## config.mk

```make
export PLATFORM = sky130hd
export DESIGN_NAME = rcdsc_top
export DESIGN_NICKNAME = d
export VERILOG_FILES = /design/src/core/rcdsc_pkg.sv /design/src/core/rcdsc_sync.sv /design/src/core/rcdsc_edge.sv /design/src/core/rcdsc_top.sv
export SDC_FILE = /design/constraint.sdc
export NUM_CORES = 1
export LEC_CHECK = 0
export BUFFER_PORTS_ARGS = -buffer_cell sky130_fd_sc_hd__buf_2
export CAP_MARGIN = 0
export CORE_MARGIN = 2
export CORE_UTILIZATION = 55
export CTS_CLUSTER_DIAMETER = 30
export DETAILED_ROUTE_END_ITERATION = 10
export HOLD_SLACK_MARGIN = 0.06
export PLACE_DENSITY = 0.82
export SLEW_MARGIN = 20
export SYNTH_ARGS = -nofsm -noshare
export SYNTH_HDL_FRONTEND = slang
export SYNTH_SLANG_ARGS = --single-unit
export TNS_END_PERCENT = 1
```

## constraint.sdc

```tcl
create_clock -name clk_i -period 3.55 [get_ports clk_i]
set_input_delay 0.355 -clock clk_i [delete_from_list [all_inputs] [get_ports clk_i]]
set_output_delay 0.355 -clock clk_i [all_outputs]
set_load 0.05 [all_outputs]
```

## src/core/rcdsc_pkg.sv

```systemverilog
`default_nettype none
package rcdsc_pkg;
   // wishbone word offsets (byte addresses)
   localparam int ADR_W = 8;
   localparam logic [ADR_W-1:0] OFS_CTRL = 8'h00;
   localparam logic [ADR_W-1:0] OFS_LEN = 8'h04;
   localparam logic [ADR_W-1:0] OFS_MEAS = 8'h08;
   localparam logic [ADR_W-1:0] OFS_TIMING = 8'h0C;
   localparam logic [ADR_W-1:0] OFS_STAT = 8'h10;
   localparam logic [ADR_W-1:0] OFS_GPC = 8'h14;
   // field positions
   localparam int CTRL_SLEEP_ON = 0;
   localparam int CTRL_EXT_BLOCK = 1;
   localparam int STAT_PERMIT = 0;
   localparam int STAT_ASLEEP = 1;
   localparam int STAT_RADIO_UP = 2;
   localparam int STAT_CLK_EN = 3;
   localparam int GPC_WAKE_REQ = 0;
   localparam int LEAD_W = 8;
   localparam int ASSERT_LSB = 0;
   localparam int DEASSERT_LSB = 8;
   localparam int EXT_LSB = 16;
   localparam int CNT_W = 32;
   // reset values
   localparam logic [LEAD_W-1:0] ASSERT_RST = 8'h10;
   localparam logic [LEAD_W-1:0] DEASSERT_RST = 8'h01;
   localparam logic [LEAD_W-1:0] EXT_RST = 8'h02;
   localparam logic [CNT_W-1:0] LEN_RST = 32'h0000_0000;
   // timing: slot reference and low-power clock rates
   localparam int SLOT_US = 625;
   localparam int CLK_HZ = 25_000_000;
   localparam int LP_MAX_HZ = 32_768;
   // fast cycles per low-power half period, rounded down
   localparam int LP_HALF_CYC = CLK_HZ / (2 * LP_MAX_HZ);

   typedef enum logic [2:0]
   {
      ST_ACTIVE = 3'b000,
      ST_SWITCH = 3'b001,
      ST_SLEEP = 3'b010,
      ST_EXPIRED = 3'b011
   } rcdsc_state_e;

   typedef struct packed
   {
      logic cyc;
      logic stb;
      logic we;
      logic [3:0] sel;
      logic [ADR_W-1:0] adr;
      logic [31:0] dat;
   } rcdsc_wb_req_s;

   typedef struct packed
   {
      logic ack;
      logic [31:0] dat;
   } rcdsc_wb_rsp_s;

   typedef struct packed
   {
      logic lp_clk;
      logic clk_en;
      logic radio_up;
   } rcdsc_pins_s;

   typedef struct packed
   {
      rcdsc_state_e st;
      logic sleep_on;
      logic ext_block;
      logic wake_req;
      logic [CNT_W-1:0] len;
      logic [CNT_W-1:0] meas;
      logic [CNT_W-1:0] cnt;
      logic [LEAD_W-1:0] a_lead;
      logic [LEAD_W-1:0] d_lead;
      logic [LEAD_W-1:0] ext_len;
      logic [LEAD_W-1:0] ext_cnt;
      logic ext_wake;
      logic wake_seen;
      logic wake_irq;
      logic exit_irq;
      logic permit;
      logic ack;
      logic [31:0] rdat;
   } rcdsc_core_s;
endpackage : rcdsc_pkg
`default_nettype wire

```

## src/core/rcdsc_sync.sv

```systemverilog
`default_nettype none
module rcdsc_sync #(
   parameter int W = 1
) (
   // clock and reset
   input wire logic clk_i,
   input wire logic rst_i,
   // asynchronous levels in, synchronised levels out
   input wire logic [W-1:0] d_i,
   output logic [W-1:0] q_o
);
   typedef struct packed
   {
      logic [W-1:0] s1;
      logic [W-1:0] s2;
   } rcdsc_sync_s;

   rcdsc_sync_s r;
   rcdsc_sync_s n;

   // first stage feeds only the second
   always_comb
   begin
      n.s1 = d_i;
      n.s2 = r.s1;
   end

   always_ff @(posedge clk_i)
   begin
      if (rst_i)
         r <= '0;
      else
         r <= n;
   end

   assign q_o = r.s2;
endmodule : rcdsc_sync
`default_nettype wire

```

## src/core/rcdsc_edge.sv

```systemverilog
`default_nettype none
module rcdsc_edge (
   // clock and reset
   input wire logic clk_i,
   input wire logic rst_i,
   // synchronised level in, rising-edge pulse out
   input wire logic lvl_i,
   output logic rise_o
);
   typedef struct packed
   {
      logic prev;
      logic rise;
   } rcdsc_edge_s;

   rcdsc_edge_s r;
   rcdsc_edge_s n;

   always_comb
   begin
      n.prev = lvl_i;
      n.rise = lvl_i & ~r.prev;
   end

   always_ff @(posedge clk_i)
   begin
      if (rst_i)
         r <= '0;
      else
         r <= n;
   end

   assign rise_o = r.rise;
endmodule : rcdsc_edge
`default_nettype wire

```

## src/core/rcdsc_top.sv

```systemverilog
// Summary of operation
// - in deep sleep the base timing runs from low-power clock ticks
// - power-down-allowed status goes high once the clock switch is done
// - sleep ends on timer expiry or on a software wake request
// - scheduled wake interrupt rises a programmed lead before wake time
// - after expiry the timer waits in sleep until core is powered up
// - measured sleep length includes any delay waiting for power-up
// - exit interrupt needs expiry, clocks enabled and radio up together
// - writing the wake request raises the wake interrupt at once
// - external wake interrupt high time set by the pulse length field less the deassert lead
// - sleep requests are refused while the wake request stays high
// - the block bit makes the core ignore the wake request
// - exit always shows wake interrupt first, then exit interrupt
// - assert lead: low-power cycles before expiry the wake rises
// - deassert lead: low-power cycles before the end the wake drops
`default_nettype none
module rcdsc_top (
   // clock and reset
   input wire logic clk_i,
   input wire logic rst_i,
   // wishbone slave
   input wire rcdsc_pkg::rcdsc_wb_req_s wb_req_i,
   output rcdsc_pkg::rcdsc_wb_rsp_s wb_rsp_o,
   // asynchronous pins: low-power clock, clock enable, radio power state
   input wire rcdsc_pkg::rcdsc_pins_s pins_i,
   // event and status outputs
   output logic wake_interrupt_o,
   output logic sleep_exit_interrupt_o,
   output logic radio_off_permitted_o
);
   import rcdsc_pkg::*;

   ////////////////////////////////////////////////////////////////////////
   // pin synchronisation and low-power tick

   rcdsc_pins_s pins_s;
   logic lp_tick;

   rcdsc_sync #(
      .W(3)
   ) u_sync (
      .clk_i(clk_i),
      .rst_i(rst_i),
      .d_i(pins_i),
      .q_o(pins_s)
   );

   // the low-power clock is slow enough to be sampled as a level
   rcdsc_edge u_edge (
      .clk_i(clk_i),
      .rst_i(rst_i),
      .lvl_i(pins_s.lp_clk),
      .rise_o(lp_tick)
   );

   ////////////////////////////////////////////////////////////////////////
   // state

   rcdsc_core_s r;
   rcdsc_core_s n;

   logic bus_wr;
   logic bus_hit;
   logic ext_req;
   logic core_up;
   logic sched_on;
   logic [CNT_W-1:0] rem;
   logic [CNT_W-1:0] cnt_inc;
   logic [31:0] rd_word;

   function automatic logic [31:0] lane_merge(
      input logic [31:0] old_v,
      input logic [31:0] new_v,
      input logic [3:0] sel
   );
      logic [31:0] res;
      res = old_v;
      for (int i = 0; i < 4; i++)
      begin
         if (sel[i])
            res[i*8 +: 8] = new_v[i*8 +: 8];
      end
      return res;
   endfunction : lane_merge

   ////////////////////////////////////////////////////////////////////////
   // derived terms

   always_comb
   begin
      bus_hit = wb_req_i.cyc & wb_req_i.stb & ~r.ack;
      bus_wr = bus_hit & wb_req_i.we;
      ext_req = r.wake_req & ~r.ext_block;
      core_up = pins_s.clk_en & pins_s.radio_up;
      rem = r.len - r.cnt;
      cnt_inc = r.cnt + {{(CNT_W-1){1'b0}}, 1'b1};
      // window between assert lead and deassert lead
      sched_on = (rem <= {{(CNT_W-LEAD_W){1'b0}}, r.a_lead})
         && (rem > {{(CNT_W-LEAD_W){1'b0}}, r.d_lead});
   end

   ////////////////////////////////////////////////////////////////////////
   // read mux

   always_comb
   begin
      rd_word = 32'h0000_0000;
      case (wb_req_i.adr)
         OFS_CTRL:
         begin
            rd_word[CTRL_SLEEP_ON] = r.sleep_on;
            rd_word[CTRL_EXT_BLOCK] = r.ext_block;
         end
         OFS_LEN: rd_word = r.len;
         OFS_MEAS: rd_word = r.meas;
         OFS_TIMING:
         begin
            rd_word[ASSERT_LSB +: LEAD_W] = r.a_lead;
            rd_word[DEASSERT_LSB +: LEAD_W] = r.d_lead;
            rd_word[EXT_LSB +: LEAD_W] = r.ext_len;
         end
         OFS_STAT:
         begin
            rd_word[STAT_PERMIT] = r.permit;
            rd_word[STAT_ASLEEP] = (r.st != ST_ACTIVE);
            rd_word[STAT_RADIO_UP] = pins_s.radio_up;
            rd_word[STAT_CLK_EN] = pins_s.clk_en;
         end
         OFS_GPC: rd_word[GPC_WAKE_REQ] = r.wake_req;
         default: rd_word = 32'h0000_0000;
      endcase
   end

   ////////////////////////////////////////////////////////////////////////
   // next state: sequencer first, bus writes last so a set wins

   always_comb
   begin
      n = r;
      n.ack = bus_hit;
      n.rdat = bus_hit ? rd_word : 32'h0000_0000;
      n.exit_irq = 1'b0;

      case (r.st)
         ST_ACTIVE:
         begin
            n.wake_irq = 1'b0;
            if (r.sleep_on && ext_req)
            begin
               // a pending wake request turns the entry down
               n.sleep_on = 1'b0;
            end
            else if (r.sleep_on)
            begin
               n.st = ST_SWITCH;
               n.cnt = '0;
               n.wake_seen = 1'b0;
               n.ext_wake = 1'b0;
            end
         end
         ST_SWITCH:
         begin
            if (ext_req)
            begin
               n.st = ST_EXPIRED;
               n.ext_wake = 1'b1;
               n.wake_irq = 1'b1;
               n.wake_seen = 1'b1;
               n.ext_cnt = r.ext_len;
            end
            else if (lp_tick)
            begin
               // base time now follows the low-power clock
               n.st = ST_SLEEP;
               n.permit = 1'b1;
            end
         end
         ST_SLEEP:
         begin
            if (ext_req)
            begin
               // sleep timing cut short by the wake request; the count keeps running
               n.st = ST_EXPIRED;
               n.ext_wake = 1'b1;
               n.wake_irq = 1'b1;
               n.wake_seen = 1'b1;
               n.ext_cnt = r.ext_len;
            end
            else
            begin
               n.wake_irq = sched_on;
               if (sched_on)
                  n.wake_seen = 1'b1;
               if (lp_tick)
               begin
                  n.cnt = cnt_inc;
                  if (cnt_inc >= r.len)
                     n.st = ST_EXPIRED;
               end
            end
         end
         ST_EXPIRED:
         begin
            // keep measuring the real sleep length while waiting
            if (lp_tick)
               n.cnt = cnt_inc;
            if (r.ext_wake)
            begin
               if (lp_tick && r.ext_cnt != '0)
                  n.ext_cnt = r.ext_cnt - {{(LEAD_W-1){1'b0}}, 1'b1};
               n.wake_irq = (r.ext_cnt > r.d_lead);
            end
            else if (!r.wake_seen)
            begin
               // leads left no window: still give one wake pulse
               n.wake_irq = 1'b1;
               n.wake_seen = 1'b1;
            end
            else if (lp_tick)
               n.wake_irq = 1'b0;
            // stays asleep until clocks and radio are back
            if (r.wake_seen && !r.wake_irq && core_up)
            begin
               n.st = ST_ACTIVE;
               n.exit_irq = 1'b1;
               n.meas = r.cnt;
               n.sleep_on = 1'b0;
               n.permit = 1'b0;
            end
         end
         default:
         begin
            n.st = ST_ACTIVE;
            n.wake_irq = 1'b0;
            n.permit = 1'b0;
         end
      endcase

      if (bus_wr)
      begin
         case (wb_req_i.adr)
            OFS_CTRL:
            begin
               if (wb_req_i.sel[0])
               begin
                  if (wb_req_i.dat[CTRL_SLEEP_ON] && r.st == ST_ACTIVE)
                     n.sleep_on = 1'b1;
                  n.ext_block = wb_req_i.dat[CTRL_EXT_BLOCK];
               end
            end
            OFS_LEN: n.len = lane_merge(r.len, wb_req_i.dat, wb_req_i.sel);
            OFS_TIMING:
            begin
               if (wb_req_i.sel[0])
                  n.a_lead = wb_req_i.dat[ASSERT_LSB +: LEAD_W];
               if (wb_req_i.sel[1])
                  n.d_lead = wb_req_i.dat[DEASSERT_LSB +: LEAD_W];
               if (wb_req_i.sel[2])
                  n.ext_len = wb_req_i.dat[EXT_LSB +: LEAD_W];
            end
            OFS_GPC:
            begin
               if (wb_req_i.sel[0])
                  n.wake_req = wb_req_i.dat[GPC_WAKE_REQ];
            end
            default: n.ack = bus_hit;
         endcase
      end
   end

   ////////////////////////////////////////////////////////////////////////
   // registers

   always_ff @(posedge clk_i)
   begin
      if (rst_i)
      begin
         r <= '0;
         r.st <= ST_ACTIVE;
         r.len <= LEN_RST;
         r.a_lead <= ASSERT_RST;
         r.d_lead <= DEASSERT_RST;
         r.ext_len <= EXT_RST;
      end
      else
         r <= n;
   end

   assign wb_rsp_o.ack = r.ack;
   assign wb_rsp_o.dat = r.rdat;
   assign wake_interrupt_o = r.wake_irq;
   assign sleep_exit_interrupt_o = r.exit_irq;
   assign radio_off_permitted_o = r.permit;
endmodule : rcdsc_top
`default_nettype wire

```

==> impl_metrics.py <==
metrics = {
    "flow_run": {
        "maxCapViolCount": 0,
    },
    "timing": {
        "maxSlewHeadroom": 0.4457,
        "worst_slack_ns": -0.2590,
        "timing.hold.ws_ns": 0.1179,
        "drv_slew": 0,
        "clock_skew_ns": 0.01182,
        "timing_worst_slew_pin_value_ns": 0.8314,
        "setup_viol": 4,
        "fin_crit_ns": 3.809,
        "final_hold_viol_count": 0,
        "fmax_mhz": 262.5,
        "rsz0062_at_grt": "true",
        "fin_crit_sh": 1.073,
    },
    "synth": {
        "yosys.area_share.simple": 0.2042,
        "netlist_area_um2": 11220,
        "synth_cell_types": 72,
        "synth-compound-area-share": 0.2061,
        "synthAdderAreaFrac": 0.1077,
        "ys_seq_area_frac": 0.3193,
        "synth.area.mux_share": 0.04649,
        "synth_edf_count": 0,
        "synth_top_family_by_area": "compound AO/OA/AOI/OAI gates",
        "synth_xor_area_frac": 0.03824,
        "avgSynthCellArea_um2": 7.827,
        "ys_seq_elements": 179,
        "yosysWarnings": 0,
        "syn-num-nets": 1582,
        "ys.flop_type": "dfxtp_1",
        "synthArstFlopShare": 0,
        "syn_inst": 1434,
    },
    "pwr": {
        "powerDensity_nw_per_um2": 325.4,
        "vdd_drop_max_v": 0.0002922,
        "p_leak_uw": 0.005782,
    },
    "cells_and_area": {
        "layout-drive-gt1-share": 0.1887,
        "fillers": 1668,
        "final_nets": 1714,
        "diodes": 0,
        "final_cells": 1849,
        "areaGrowthSynthToFinish_pct": 17.64,
    },
    "place": {
        "dp_cells": 1816,
        "io_buffers": 87,
        "dp_hpwl_um": 25870,
        "place.gp.congestion": 0.9931,
    },
    "cts": {
        "cts.reportedPaths.clkPinSlew_ns": 0.08,
        "cts_buffer_depth": 2,
        "htree_num_levels": 4,
        "cts_tree": "yes",
        "numClockSinks": 179,
        "cts_root_buffer": "clkbuf_16",
        "clock_latency_ns": 0.45,
        "cts_made_buffers": 17,
    },
    "critical_path": {
        "critPathRequiredTime_ns": 3.93,
        "crit-reg2reg-launch": "r[72]",
        "endpoint_kind": "flop",
        "reg2reg_to": "wake_interrupt_o",
        "start_kind": "flop",
        "ff2ff_path_depth": 19,
        "reg2reg_slack_ns": -0.26,
        "worstSetupPathType": "reg -> reg",
        "crit_arrival_ns": 4.19,
        "path_max_fanout": 4,
    },
    "global_route": {
        "grt_max_degree": 76,
        "grt_pass1_vias": 10610,
        "antenna_found_initial": 0,
        "track_usage": 0.3194,
        "gr-total-overflow": 0,
        "grt_first_pass_wirelength_um": 54660,
    },
    "die": {
        "num_rows": 52,
        "dieArea_um2": 21560,
        "die_w_um": 146.9,
        "core_area_um2": 20100,
        "start_util": 0.5583,
        "die_height_um": 146.9,
        "io_pins": 88,
    },
    "worst_hold_path": {
        "hold_path.startpoint": "pins_i[2]",
        "min_delay_worst_endpoint": "u_sync.n[2]",
        "hold_path_class": "in -> reg",
        "hold_depth": 2,
    },
    "run_status": {
        "failed_checks": "negative setup slack",
        "status": "complete, but fails checks",
    },
    "route": {
        "antenna_left": 0,
        "wl_per_cell_um": 18.58,
        "routed_wl_um": 34350,
        "drt_iter0_markers": 785,
        "drtPass1Iterations": 5,
        "num_vias": 10960,
        "vias_per_cell": 5.925,
        "drc_errors": 0,
    },
}
## per-stage QoR
step	setup WS, ns	utilization	setup TNS (ns)	total power (uW)	cell area [um2]
final	-0.2590	0.6567	-0.6217	4296	13200
after global routing	-0.3744	0.6567	-1.292	4434	13200
after CTS	-0.2373	0.6555	-0.5244	4303	13180
after detailed placement	-0.3882	0.6217	-1.306	2444	12500
after global placement	-0.2654	0.6217	-0.7612	2431	12500
after floorplan	-0.004684	-	-0.006310	2317	11310
## power breakdown
| part | internal [uW] | switching [uW] | leakage [uW] |
|---|---|---|---|
| logic | 127 | 237 | 0.00405 |
| registers | 2030 | 22.4 | 0.00145 |
| clock network | 944 | 941 | 0.000288 |
| total | 3100 | 1200 | 0.00578 |
## area by class of cell
cell class,instances,area (um2),share of cell area
multi-input cells,1061,6960,0.5272
flip-flops and latches,179,3591,0.2720
repair buffers,212,1376,0.1042
clock buffers,17,425.4,0.03222
inverters,95,356.6,0.02701
well taps,270,337.8,0.02559
clock inverters,15,155.1,0.01175
## cells in the final DEF (no fill, tap or decap), types with 12 or more instances in the layout
cell type,instances
xnor2_1,38
and3_1,22
buf_4,126
clkbuf_16,17
nand3_1,24
o211ai_1,12
dfxtp_1,173
o21a_1,16
inv_1,92
a21oi_1,120
o21ai_0,57
a21o_1,19
nor3_1,17
nor2_1,154
nor2b_1,18
a22oi_1,52
buf_2,86
mux2i_1,45
ha_1,89
nand2_1,183
nand4_1,24
## routing by layer
metal / share of wire / vias up / global-route usage
met4: 0.041 / 0 / 0.1320
met5: 0 / - / 0
li1: - / 5259 / -
met3: 0.065 / 81 / 0.04969
met1: 0.41 / 5183 / 0.4008
met2: 0.49 / 432 / 0.5488
## what timing repair did
| action | in CTS | in global routing |
|---|---|---|
| hold buffers | 0 | 0 |
| gates resized for setup | 20 | 6 |
| buffers inserted | 1 | 0 |
| pin swaps | 11 | 4 |
| cloned | 0 | 0 |
| setup endpoints to repair | 4 | 4 |
## sequential cells by signal, indices dropped and copies added, names as in the netlist
name,cells
u_sync.n,3
u_edge.rise_o,1
wake_interrupt_o,1
u_sync.q_o,3
u_edge.r,1
wb_rsp_o,33
r,135
sleep_exit_interrupt_o,1
radio_off_permitted_o,1
## cell families (layout without fill, tap and decap cells)
logic type,count (synthesis),after routing
XOR/XNOR,49,49
AO/OA/AOI/OAI,363,363
buffers and inverters,194,339
multiplexers,49,49
adder cells (fa/ha/maj),96,96
flip-flops,179,179
AND/OR/NAND/NOR,504,504
## critical path: stages, from the launching register on
cell	delay [ns]
dfxtp_2	0.36
inv_2	0.05
ha_4	0.21
o211ai_1	0.18
a21o_1	0.14
nand2_2	0.06
or2_4	0.24
a21oi_4	0.17
xnor2_2	0.15
ha_1	0.28
nand4_1	0.11
o22ai_1	0.08
nor4_1	0.29
o2111ai_1	0.17
nor4_2	0.34
buf_4	0.18
o2111ai_4	0.10
nor4_1	0.40
o21ai_1	0.12
o21ai_1	0.12
## how the worst max path moves through the flow
stage | start | to | slack (ns) | cells after the start
2_1_floorplan | r[72] | r[36] | -0.005 | 18
3_3_place_gp | r[73] | r[36] | -0.27 | 19
3_5_place_dp | r[73] | r[36] | -0.39 | 19
4_1_cts | r[72] | r[36] | -0.24 | 19
5_1_grt | r[73] | r[36] | -0.37 | 18
6_report | r[72] | wake_interrupt_o | -0.26 | 19
## synthesized netlist by cell type, drive strengths merged, types with 4 or more instances
master,number,area [um2]
o2111ai,8,76.32
a22oi,52,390.4
and2,9,56.31
mux2i,45,450.4
ha,95,1189
and3,26,162.7
dfxtp,179,3583
o21ai,68,340.3
nand2,184,690.7
buf,43,307.8
nand2b,10,65.06
xnor2,40,350.3
o21bai,4,30.03
nor4,11,68.82
or3,5,32.53
clkbuf,56,210.2
o22ai,4,25.02
and4,6,53.80
inv,95,356.6
xor2,9,78.83
nand3,24,120.1
a211o,6,52.55
a21o,19,142.6
nor3,17,85.08
nand3b,6,45.04
a21oi,126,634.4
o21a,16,120.1
o211ai,12,90.09
a211oi,11,82.58
nor2,154,578.1
nand4,24,150.1
nor2b,19,118.9
a31oi,6,43.79
a221oi,4,35.03
No activity file was read; power rests on OpenSTA's default activity.
